==> src/hdl/lapb_rr_pkg.sv <==
// Purpose: shared types and constants for the receive-ready control block
// Assumes: 3-bit LAPB sequence numbers (modulo 8)
// Notes: event inputs arrive as one-cycle pulses from logic on the same clock
package lapb_rr_pkg;
   localparam int SEQ_W = 3;
   localparam logic [SEQ_W-1:0] SEQ_RST = 3'h0;
   localparam logic [1:0] ERR_RX_NOT_READY = 2'h2; // Error code 10
   localparam int SYNC_STAGES = 3;
   localparam logic DISC_RST = 1'b1; // Disconnect bit is set by a master reset

   // Link events reported by the frame engine
   typedef struct packed {
      logic link_setup;      // Link came up (UA for SABM)
      logic link_reset_tx;   // Link-resetting SABM sent
      logic link_reset_rx;   // Link-resetting SABM received
      logic frame_rx;        // Packet or S-frame received
      logic pkt_rx_ok;       // Packet accepted (in sequence, good FCS)
      logic iframe_rx;       // Any frame with an I-field arrived
   } link_evt_t;

   // Transmit-side protocol events
   typedef struct packed {
      logic new_pkt_sent;    // A new packet finished sending
      logic ack_one;         // Oldest outstanding packet acknowledged
      logic retx_start;      // Retransmission from the oldest begins
      logic retx_sent;       // One retransmitted packet finished
   } tx_evt_t;
endpackage : lapb_rr_pkg

==> src/hdl/lapb_receive_ready_control.sv <==
// Purpose: receiver-ready status, init-bit sampling and table pointers
// Assumes: host control bits arrive as pins from another clock domain
// Notes: segment ready flag is fetched by the memory side, same clock
`timescale 1ns/1ps
module lapb_receive_ready_control
   import lapb_rr_pkg::*;
#(
   parameter int SEQ_WIDTH = SEQ_W   // Sequence number width
) (
   input wire logic clk,                        // 250 MHz clock
   input wire logic rst_b,                      // Sync reset, active low
   input wire logic ce,                         // Clock enable
   input wire logic manual_disconnect,          // Host disconnect bit (pin)
   input wire logic rx_init_request,            // Host receiver-init bit (pin)
   input wire logic rx_table_test_mode,         // Host test mode bit (pin)
   input wire logic link_up,                    // Link in information transfer
   input wire link_evt_t link_evt,              // Link event pulses
   input wire tx_evt_t tx_evt,                  // Transmit event pulses
   input wire logic rx_segment_ready_flag,      // Ready flag of next segment
   input wire logic [SEQ_WIDTH-1:0] test_entry_ptr, // Pointer load value in test mode
   input wire logic test_entry_load,            // Load pulse in test mode
   input wire logic tx_busy,                    // A packet is being sent
   output logic rx_not_ready_status,            // Receiver-not-ready status
   output logic rx_not_ready_irq,               // Interrupt pulse
   output logic [1:0] irq_error_code,           // Error code with interrupt
   output logic rnr_send,                       // Request an RNR frame
   output logic store_ifield,                   // I-field may enter memory
   output logic check_seq,                      // Check N(S) and N(R)
   output logic [SEQ_WIDTH-1:0] vr,             // Receive sequence V(R)
   output logic [SEQ_WIDTH-1:0] vs,             // Send sequence V(S)
   output logic [SEQ_WIDTH-1:0] rx_next_entry_ptr, // Receive table pointer
   output logic [SEQ_WIDTH-1:0] tx_next_block_ptr, // Transmit next block
   output logic [SEQ_WIDTH-1:0] tx_next_ack_ptr    // Oldest unacknowledged
);
   if (SEQ_WIDTH < 3 || SEQ_WIDTH > 7) begin : g_bad_width
      $error("SEQ_WIDTH must be 3 to 7");
   end

   ////////////////////////////////////////////////////////////////////////
   // Host bits come over pins from another domain
   logic disc_s;
   logic init_s;
   logic test_mode_s;

   // Disconnect idles high, so its filter starts high to avoid a false release
   pin_sync #(.RST_VAL(DISC_RST)) u_sync_disc (
      .clk(clk),
      .rst_b(rst_b),
      .ce(ce),
      .d(manual_disconnect),
      .q(disc_s)
   );

   pin_sync #(.RST_VAL(1'b0)) u_sync_init (
      .clk(clk),
      .rst_b(rst_b),
      .ce(ce),
      .d(rx_init_request),
      .q(init_s)
   );

   pin_sync #(.RST_VAL(1'b0)) u_sync_test (
      .clk(clk),
      .rst_b(rst_b),
      .ce(ce),
      .d(rx_table_test_mode),
      .q(test_mode_s)
   );

   ////////////////////////////////////////////////////////////////////////
   // Sampling control of the init bit
   typedef enum logic [1:0] {RX_DISC, RX_ARMED, RX_READY, RX_NOT_READY} rx_state_t;
   rx_state_t state_q;
   rx_state_t state_d;
   logic disc_prev_q;
   logic link_reset;
   logic sample_now;
   logic segment_bad;
   logic became_nr;
   logic nr_event;

   // Disconnect comes out of reset set, as a master reset would leave it
   always_ff @(posedge clk) begin
      if (!rst_b) begin
         disc_prev_q <= DISC_RST;
      end else if (ce) begin
         disc_prev_q <= disc_s;
      end
   end

   assign link_reset = link_evt.link_reset_tx | link_evt.link_reset_rx;

   // Sample on disconnect release, set-up, reset, and while not ready
   always_comb begin
      sample_now = 1'b0;
      if (!disc_s) begin
         if (disc_prev_q || link_evt.link_setup || link_reset) begin
            sample_now = 1'b1;
         end else if (state_q == RX_NOT_READY || state_q == RX_ARMED) begin
            sample_now = link_evt.frame_rx;
         end
      end
   end

   // Segment looks unusable unless host asked for init and it is ready
   assign segment_bad = !rx_segment_ready_flag || !init_s;

   always_comb begin
      state_d = state_q;
      unique case (state_q)
         RX_DISC: begin
            if (sample_now) begin
               state_d = segment_bad ? RX_NOT_READY : RX_READY;
            end
         end
         RX_ARMED, RX_READY, RX_NOT_READY: begin
            if (disc_s) begin
               state_d = RX_DISC;
            end else if (sample_now) begin
               // A reset with the init bit clear forces not ready
               state_d = segment_bad ? RX_NOT_READY : RX_READY;
            end else if (state_q == RX_READY && link_evt.frame_rx
                         && !rx_segment_ready_flag) begin
               state_d = RX_NOT_READY;
            end
         end
      endcase
   end

   always_ff @(posedge clk) begin
      if (!rst_b) begin
         state_q <= RX_DISC;
      end else if (ce) begin
         state_q <= state_d;
      end
   end

   assign became_nr = (state_d == RX_NOT_READY) && (state_q != RX_NOT_READY);
   // A fresh sample counts even when already not ready, e.g. after a link reset
   assign nr_event = (state_d == RX_NOT_READY) && (sample_now || state_q != RX_NOT_READY);

   ////////////////////////////////////////////////////////////////////////
   // Status and interrupt, updated in the sampling cycle
   always_ff @(posedge clk) begin
      if (!rst_b) begin
         rx_not_ready_status <= 1'b0;
      end else if (ce) begin
         rx_not_ready_status <= (state_d == RX_NOT_READY);
      end
   end

   // Interrupt only when host asked for init but segment is not ready
   always_ff @(posedge clk) begin
      if (!rst_b) begin
         rx_not_ready_irq <= 1'b0;
         irq_error_code <= 2'h0;
      end else if (ce) begin
         rx_not_ready_irq <= nr_event && init_s && !rx_segment_ready_flag;
         if (nr_event && init_s && !rx_segment_ready_flag) begin
            irq_error_code <= ERR_RX_NOT_READY;
         end
      end
   end

   // RNR request waits for the packet in flight to end
   logic rnr_pend_q;
   always_ff @(posedge clk) begin
      if (!rst_b) begin
         rnr_pend_q <= 1'b0;
      end else if (ce) begin
         if (became_nr) begin
            rnr_pend_q <= 1'b1;
         end else if (!tx_busy || state_q != RX_NOT_READY) begin
            rnr_pend_q <= 1'b0;
         end
      end
   end

   assign rnr_send = rnr_pend_q && !tx_busy && link_up;

   // Sequence checks continue while not ready; only storage stops
   assign store_ifield = (state_q == RX_READY) && !rx_not_ready_status;
   assign check_seq = link_evt.iframe_rx;

   ////////////////////////////////////////////////////////////////////////
   // Sequence variables and table pointers
   logic [SEQ_WIDTH-1:0] entry_q;
   logic [SEQ_WIDTH-1:0] retx_ptr_q;
   logic retx_q;

   always_ff @(posedge clk) begin
      if (!rst_b) begin
         vr <= SEQ_WIDTH'(SEQ_RST);
      end else if (ce) begin
         if (link_evt.link_setup) begin
            vr <= SEQ_WIDTH'(SEQ_RST);
         end else if (link_evt.pkt_rx_ok && store_ifield) begin
            vr <= vr + SEQ_WIDTH'(1);
         end
      end
   end

   // Pointer held or host-loaded, free of V(R), only under test mode with link up
   always_ff @(posedge clk) begin
      if (!rst_b) begin
         entry_q <= SEQ_WIDTH'(SEQ_RST);
      end else if (ce) begin
         if (test_mode_s && link_up && test_entry_load) begin
            entry_q <= test_entry_ptr;
         end else if (!(test_mode_s && link_up)) begin
            entry_q <= vr;
         end
      end
   end

   // Outside test mode with link up, pointer follows V(R) combinationally so it never lags
   assign rx_next_entry_ptr = (test_mode_s && link_up) ? entry_q : vr;

   always_ff @(posedge clk) begin
      if (!rst_b) begin
         vs <= SEQ_WIDTH'(SEQ_RST);
         tx_next_ack_ptr <= SEQ_WIDTH'(SEQ_RST);
      end else if (ce) begin
         if (link_evt.link_setup) begin
            vs <= SEQ_WIDTH'(SEQ_RST);
            tx_next_ack_ptr <= SEQ_WIDTH'(SEQ_RST);
         end else begin
            if (tx_evt.new_pkt_sent) begin
               vs <= vs + SEQ_WIDTH'(1);
            end
            if (tx_evt.ack_one && tx_next_ack_ptr != vs) begin
               tx_next_ack_ptr <= tx_next_ack_ptr + SEQ_WIDTH'(1);
            end
         end
      end
   end

   // Retransmission walks its own pointer from the oldest packet
   always_ff @(posedge clk) begin
      if (!rst_b) begin
         retx_q <= 1'b0;
         retx_ptr_q <= SEQ_WIDTH'(SEQ_RST);
      end else if (ce) begin
         if (link_evt.link_setup) begin
            retx_q <= 1'b0;
         end else if (tx_evt.retx_start) begin
            retx_q <= (tx_next_ack_ptr != vs);
            retx_ptr_q <= tx_next_ack_ptr;
         end else if (retx_q && tx_evt.retx_sent) begin
            retx_ptr_q <= retx_ptr_q + SEQ_WIDTH'(1);
            retx_q <= (retx_ptr_q + SEQ_WIDTH'(1)) != vs;
         end
      end
   end

   assign tx_next_block_ptr = retx_q ? retx_ptr_q : vs;

   ////////////////////////////////////////////////////////////////////////
   // Checks
   a_entry_tracks_vr: assert property (@(posedge clk) disable iff (!rst_b)
      !(test_mode_s && link_up) |-> rx_next_entry_ptr == vr)
      else $error("receive pointer differs from V(R)");

   a_block_is_vs: assert property (@(posedge clk) disable iff (!rst_b)
      !retx_q |-> tx_next_block_ptr == vs)
      else $error("next block differs from V(S)");

   a_ack_advance: assert property (@(posedge clk) disable iff (!rst_b)
      ce && !link_evt.link_setup && tx_evt.ack_one && tx_next_ack_ptr != vs
      |=> tx_next_ack_ptr == $past(tx_next_ack_ptr) + SEQ_WIDTH'(1))
      else $error("ack pointer did not advance");

   a_ready_no_sample: assert property (@(posedge clk) disable iff (!rst_b)
      ce && state_q == RX_READY && !disc_s && !disc_prev_q && !link_evt.link_setup
      && !link_reset && !link_evt.frame_rx |=> state_q == RX_READY)
      else $error("ready state left without cause");

   a_reset_forces_nr: assert property (@(posedge clk) disable iff (!rst_b)
      ce && !disc_s && link_reset && !init_s |=> rx_not_ready_status)
      else $error("reset with init clear left receiver ready");

   a_irq_no_init: assert property (@(posedge clk) disable iff (!rst_b)
      ce && !init_s |=> !rx_not_ready_irq)
      else $error("interrupt raised with init bit clear");

   a_irq_on_sample: assert property (@(posedge clk) disable iff (!rst_b)
      ce && sample_now && init_s && !rx_segment_ready_flag
      |=> rx_not_ready_irq && rx_not_ready_status)
      else $error("sample with empty segment raised no interrupt");

   a_irq_code: assert property (@(posedge clk) disable iff (!rst_b)
      rx_not_ready_irq |-> rx_not_ready_status && irq_error_code == ERR_RX_NOT_READY)
      else $error("interrupt without status or wrong code");

   a_no_store_nr: assert property (@(posedge clk) disable iff (!rst_b)
      rx_not_ready_status |-> !store_ifield)
      else $error("I-field stored while not ready");

   a_rnr_timely: assert property (@(posedge clk) disable iff (!rst_b)
      ce && became_nr && !tx_busy && link_up ##1 ce && !tx_busy && link_up
      && state_q == RX_NOT_READY |-> rnr_send)
      else $error("RNR not requested while idle");
endmodule : lapb_receive_ready_control

==> src/hdl/pin_sync.sv <==
// Purpose: three-flop synchroniser for a level from a pin
// Assumes: single clock, synchronous active-low reset
// Notes: output changes only once the second and third flops agree; the reset
// level is a parameter so a pin that idles high shows no false edge after reset
`timescale 1ns/1ps
module pin_sync #(
   parameter logic RST_VAL = 1'b0   // Level assumed through reset
) (
   input wire logic clk,     // Clock
   input wire logic rst_b,   // Reset, active low
   input wire logic ce,      // Clock enable
   input wire logic d,       // Asynchronous level
   output logic q            // Filtered level
);
   logic s1_q;
   logic s2_q;
   logic s3_q;

   always_ff @(posedge clk) begin
      if (!rst_b) begin
         s1_q <= RST_VAL;
         s2_q <= RST_VAL;
         s3_q <= RST_VAL;
      end else if (ce) begin
         s1_q <= d;
         s2_q <= s1_q;
         s3_q <= s2_q;
      end
   end

   always_ff @(posedge clk) begin
      if (!rst_b) begin
         q <= RST_VAL;
      end else if (ce && (s2_q == s3_q)) begin
         q <= s3_q;
      end
   end
endmodule : pin_sync

==> config.mk <==
export PLATFORM = sky130hd
export DESIGN_NAME = lapb_receive_ready_control
export DESIGN_NICKNAME = d
export VERILOG_FILES = /design/src/hdl/lapb_rr_pkg.sv /design/src/hdl/lapb_receive_ready_control.sv /design/src/hdl/pin_sync.sv
export SDC_FILE = /design/constraint.sdc
export NUM_CORES = 1
export LEC_CHECK = 0
export BUFFER_PORTS_ARGS = -buffer_cell sky130_fd_sc_hd__buf_4
export CELL_PAD_IN_SITES_DETAIL_PLACEMENT = 1
export CELL_PAD_IN_SITES_GLOBAL_PLACEMENT = 2
export CORE_UTILIZATION = 31
export DETAILED_ROUTE_END_ITERATION = 10
export GPL_TIMING_DRIVEN = 0
export PLACE_DENSITY = 0.89
export SETUP_SLACK_MARGIN = 0.2
export SLEW_MARGIN = 20
export SYNTH_ARGS = -nofsm -noshare
export SYNTH_HDL_FRONTEND = slang
export SYNTH_SLANG_ARGS = --single-unit
==> constraint.sdc <==
create_clock -name clk -period 2.45 [get_ports clk]
set_clock_uncertainty 0.1 [all_clocks]
set_input_delay 0.6125 -clock clk [delete_from_list [all_inputs] [get_ports clk]]
set_output_delay 0.6125 -clock clk [all_outputs]
set_load 0.01 [all_outputs]
Word-level counts from Yosys, hierarchy flattened. Cells that the tools add are included.

Bits in registers: 35. Input bits: 23. Word-level logic and storage cells: 107.

Add/subtract/negate cells: 4. Equality and inequality tests: 10. Mux-type cells: 25. Bitwise gates (word level): 2. Reduce and logical (&&, ||, !) cells: 42.

Operators with widths (count): two-way mux 3 bit (11); logical AND 1 bit (17); adder 3 x 1 -> 3 bit, second input constant (4); AND reduction 2 bit (6); nonzero test 2 bit (5); two-way mux 1 bit (9); two-way mux 2 bit (4); equality test 2 bit, second input constant (3); logical OR 1 bit (6); inequality test 3 bit (2); zero test 1 bit (4); one-hot mux 2 bit (2 select lines) (1); equality test 1 bit (3); AND reduction 3 bit (1); nonzero test 3 bit (1); OR reduction 3 bit (1); equality test 2 x 1 -> 1 bit, second input constant (1); zero test 2 bit (1); inequality test 2 bit, second input constant (1); NOT 1 bit (1); OR 1 bit (1).

Longest topological paths before layout.
Depth in word-level cells: 13. Depth in mapped cells: 6. Gate-level depth less buffers: 5.

Hierarchy. A second synthesis with hierarchy kept.

Cell total of the unflattened synthesis: 201. Area, all modules: 1810.5 um^2.

Modules (own cells, without submodules): lapb_receive_ready_control (instances 1, cells an instance 159, area an instance 1350.0 um^2, seq. area each 460.4 um^2); pin_sync at u_sync_init ... (instances 2, cells an instance 14, area an instance 158.9 um^2, seq. area each 80.1 um^2); pin_sync at u_sync_disc (instances 1, cells an instance 14, area an instance 142.6 um^2, seq. area each 80.1 um^2).

Worst setup path before layout. No wires, ideal clock.

Kind: input-to-output. Start: input link_up. End: output rx_next_entry_ptr[0]. Arrival: 1.080 ns. Slack: 0.658 ns. Stages on the path: 2. Buffers on the path: 0. Cells stage by stage: nand2_1 mux2_2.

Longest elaborated chain between the ends: 2.

Ends and longest elaborated chain: start: declaration (RTL line lapb_receive_ready_control.sv:16) `input wire logic link_up,`; logical AND 1 bit (RTL line lapb_receive_ready_control.sv:217) `assign rx_next_entry_ptr = (test_mode_s && link_up) ? entry_q : vr;`; two-way mux 3 bit; end: declaration (RTL line lapb_receive_ready_control.sv:31) `output logic [SEQ_WIDTH-1:0] rx_next_entry_ptr,`.

Every way passes these cells.

Worst setup path in the final report. Same ends and word-level chain as after synthesis.

==> flow_metrics.tcl <==
set metrics [dict create \
    finalHoldViolCount 0 \
    path_buf_inv 2 \
    tightestPinTransition_ns 0.726 \
    cts.sinks 35 \
    grt_pass1_vias 1653 \
    num_io_pins 45 \
    synth_common_cells "dfxtp_1 (35), nand2_1 (28), a21oi_1 (19), nor2_1 (16), mux2i_1 (10)" \
    clockPowerShare_pct 46.9 \
    numCtsBuffers 5 \
    internal_power_mw 1.04 \
    drv_cap 0 \
    portBuffers 39 \
    cp_slowest_cell "mux2_2" \
    fmax_mhz 477 \
    holdPathStages 2 \
    slowest_delay_ns 0.36 \
    seqPwrFrac_pct 43.9 \
    nFillCells 682 \
    first_pass_iters 4 \
    gp_congestion 0.786 \
    cpMostUsedCell "buf_4" \
    r2r_end "retx_q$_SDFFE_PN0P_" \
    track_usage_pct 16.7 \
    htreeDepth 2 \
    coreArea_um2 5570 \
    syn_nets 235 \
    dp_hpwl_um 3600 \
    finalCriticalPeriod_ns 2.10 \
    grt_first_pass_wirelength_um 7980 \
    setup_slack_ns 0.354 \
    layout_worst_path_cycle_share_pct 85.5 \
    cts_resized 0 \
    drt_iter0_markers 46 \
    reg2reg_setup_slack_ns 0.57 \
    post_dp_cell_area_um2 2190 \
    grt_max_degree 13 \
    reg2reg_from "vs[0]$_SDFFE_PN0P_" \
    ys_ff_latch 35 \
    yosysWarnings 0 \
    endpoint_kind "output pin" \
    clkTransAtPathRegs_ns 0.08 \
    leakagePower_nw 1.00 \
    hold_class "flip-flop to flip-flop" \
    min_from "irq_error_code[1]$_SDFFE_PN0P_" \
    die_w_um 78.4 \
    drive_gt1_share_pct 24.3 \
    clk_latency_ns 0.29 \
    syn_area_per_cell_um2 8.70 \
    worst_setup_path_start_kind "input pin" \
    status "complete, no violations" \
    num_vias 1694 \
    final_antenna_net_count 0 \
    cellPowerDensity_nw_per_um2 576 \
    ff2ff_path_depth 4 \
    synth_edf_count 0 \
    yosysSeqAreaShare_pct 38.7 \
    combPwrFrac_pct 9.2 \
    cts_tree "built" \
    path_cells "buf_4 -> nand2_1 -> mux2_2 -> buf_4" \
    yosys.area.top_type_share_pct 38.7 \
    clockRootBuffer "clkbuf_8" \
    wirelength_um 4770 \
    setup_viol 0 \
    whs_ns 0.362 \
    maxSlewHeadroom_pct 51.2 \
    initial_utilization_pct 32.5 \
    switchingPower_mw 0.302 \
    place_ws_ns 0.353 \
    drc 0 \
    die-area_um2 6150 \
    setup_tns_ns 0 \
    ys_types 50 \
    worst-path-max-fanout 3 \
    synth_top_area_cell "dfxtp_1" \
    antenna_found_initial 0 \
    postCtsSetupBuffers 0 \
    synth_area_um2 1810 \
    synthFlopType "dfxtp_1" \
    worstHoldEndpoint "irq_error_code[1]$_SDFFE_PN0P_" \
    p_sw_share_pct 22.5 \
    netlist_instances 208 \
    cp_top_family "multiplexers" \
    arrival_ns 1.38 \
    peakVddDrop_mv 0.304 \
    vias_per_cell 5.18 \
    synthMostInstantiatedCell "dfxtp_1" \
    drv_slew 0 \
    rows 27 \
    overflow 0 \
    diodes 0 \
    die_h_um 78.4 \
    yosys-top-cells-area "dfxtp_1 (39%), nand2_1 (5.8%), mux2i_1 (5.5%)" \
    wl_per_cell_um 14.6 \
    worstSetupPathType "input pin to output pin" \
    crit_required_ns 1.74 \
    fin_area_um2 2330 \
    nets 281 \
    synthArstFlopShare_pct 0 \
    rsz0062_at_grt "false" \
    cts_hold_buffers 0 \
    cts_max_path_buffers 2 \
    syn_to_final_growth_pct 28.7 \
]
-- stage by stage --
stage / utilization [%] / power, mW / instances
floorplan: - / 0.670 / 208
global placement: 39.3 / 0.726 / 319
detailed placement: 39.3 / 0.727 / 319
CTS: 41.8 / 1.36 / 327
global route: 41.8 / 1.40 / 327
finish: 41.8 / 1.34 / 327
-- sequential cells by signal, summed over array words and instances (netlist names), 2 cells and up --
| signal | flops |
|---|---|
| tx_next_ack_ptr | 3 |
| vs | 3 |
| entry_q | 3 |
| state_q | 2 |
| vr | 3 |
| retx_ptr_q | 3 |
-- cell type report --
class	count	area [um^2]	area share, %
well taps	72	90.1	3.87
flip-flops and latches	35	701	30.1
multi-input cells	155	1020	43.8
inverters	5	18.8	0.806
clock inverters	3	67.6	2.90
clock buffers	5	68.8	2.95
repair buffers	39	293	12.6
plain buffers	13	71.3	3.06
-- cells by family after synthesis --
family | count (synthesis) | share of synthesized area, %
AO/OA/AOI/OAI | 56 | 20.3
XOR/XNOR | 8 | 3.87
adder cells (fa/ha/maj) | 4 | 2.76
buffers and inverters | 18 | 4.97
flip-flops | 35 | 38.7
multiplexers | 15 | 8.64
other | 1 | 0.207
AND/OR/NAND/NOR | 71 | 20.5
-- layout by cell type (no fill, tap or decap), drive strengths merged, types with 3 or more instances in the layout --
cell and instances:
buf 46, dfxtp 35, nand2 28, a21oi 19
nor2 16, clkbuf 11, mux2i 10, o21ai 10
nand2b 6, mux2 5, inv 5, xnor2 4
o211ai 4, xor2 4, ha 4, nand3 3
and3 3, a21o 3
-- power by group through the flow --
stage	combinational (mW)	clock, mW	sequential, mW
3_5_place_dp	0.124	0	0.603
2_1_floorplan	0.0691	0	0.601
5_1_grt	0.137	0.670	0.592
6_report	0.124	0.629	0.590
3_3_place_gp	0.123	0	0.603
4_1_cts	0.125	0.642	0.590
-- layer usage --
layer | vias up | part of all wire, % | GRT usage, %
met5 | - | 0 | 0
met4 | 0 | 1.2 | 6.11
met3 | 7 | 3.1 | 3.26
met2 | 30 | 48 | 27.2
met1 | 823 | 48 | 21.7
li1 | 834 | - | -
-- how the worst max path moves through the flow --
stage             from              endpoint  slack [ns]  depth (start not counted)
4_1_cts        link_up  rx_next_entry_ptr[0]        0.35                          4
2_1_floorplan  link_up  rx_next_entry_ptr[0]        0.66                          2
3_3_place_gp   link_up  rx_next_entry_ptr[0]        0.34                          4
3_5_place_dp   link_up  rx_next_entry_ptr[0]        0.35                          4
6_report       link_up  rx_next_entry_ptr[0]        0.35                          4
5_1_grt        link_up  rx_next_entry_ptr[2]        0.34                          4
-- tightest hold or removal path: stages (launching register included) --
cell and delay [ns]:
dfxtp_1 0.32, nand2_1 0.05, o21ai_1 0.05
Power figures use the tool's default switching activity.
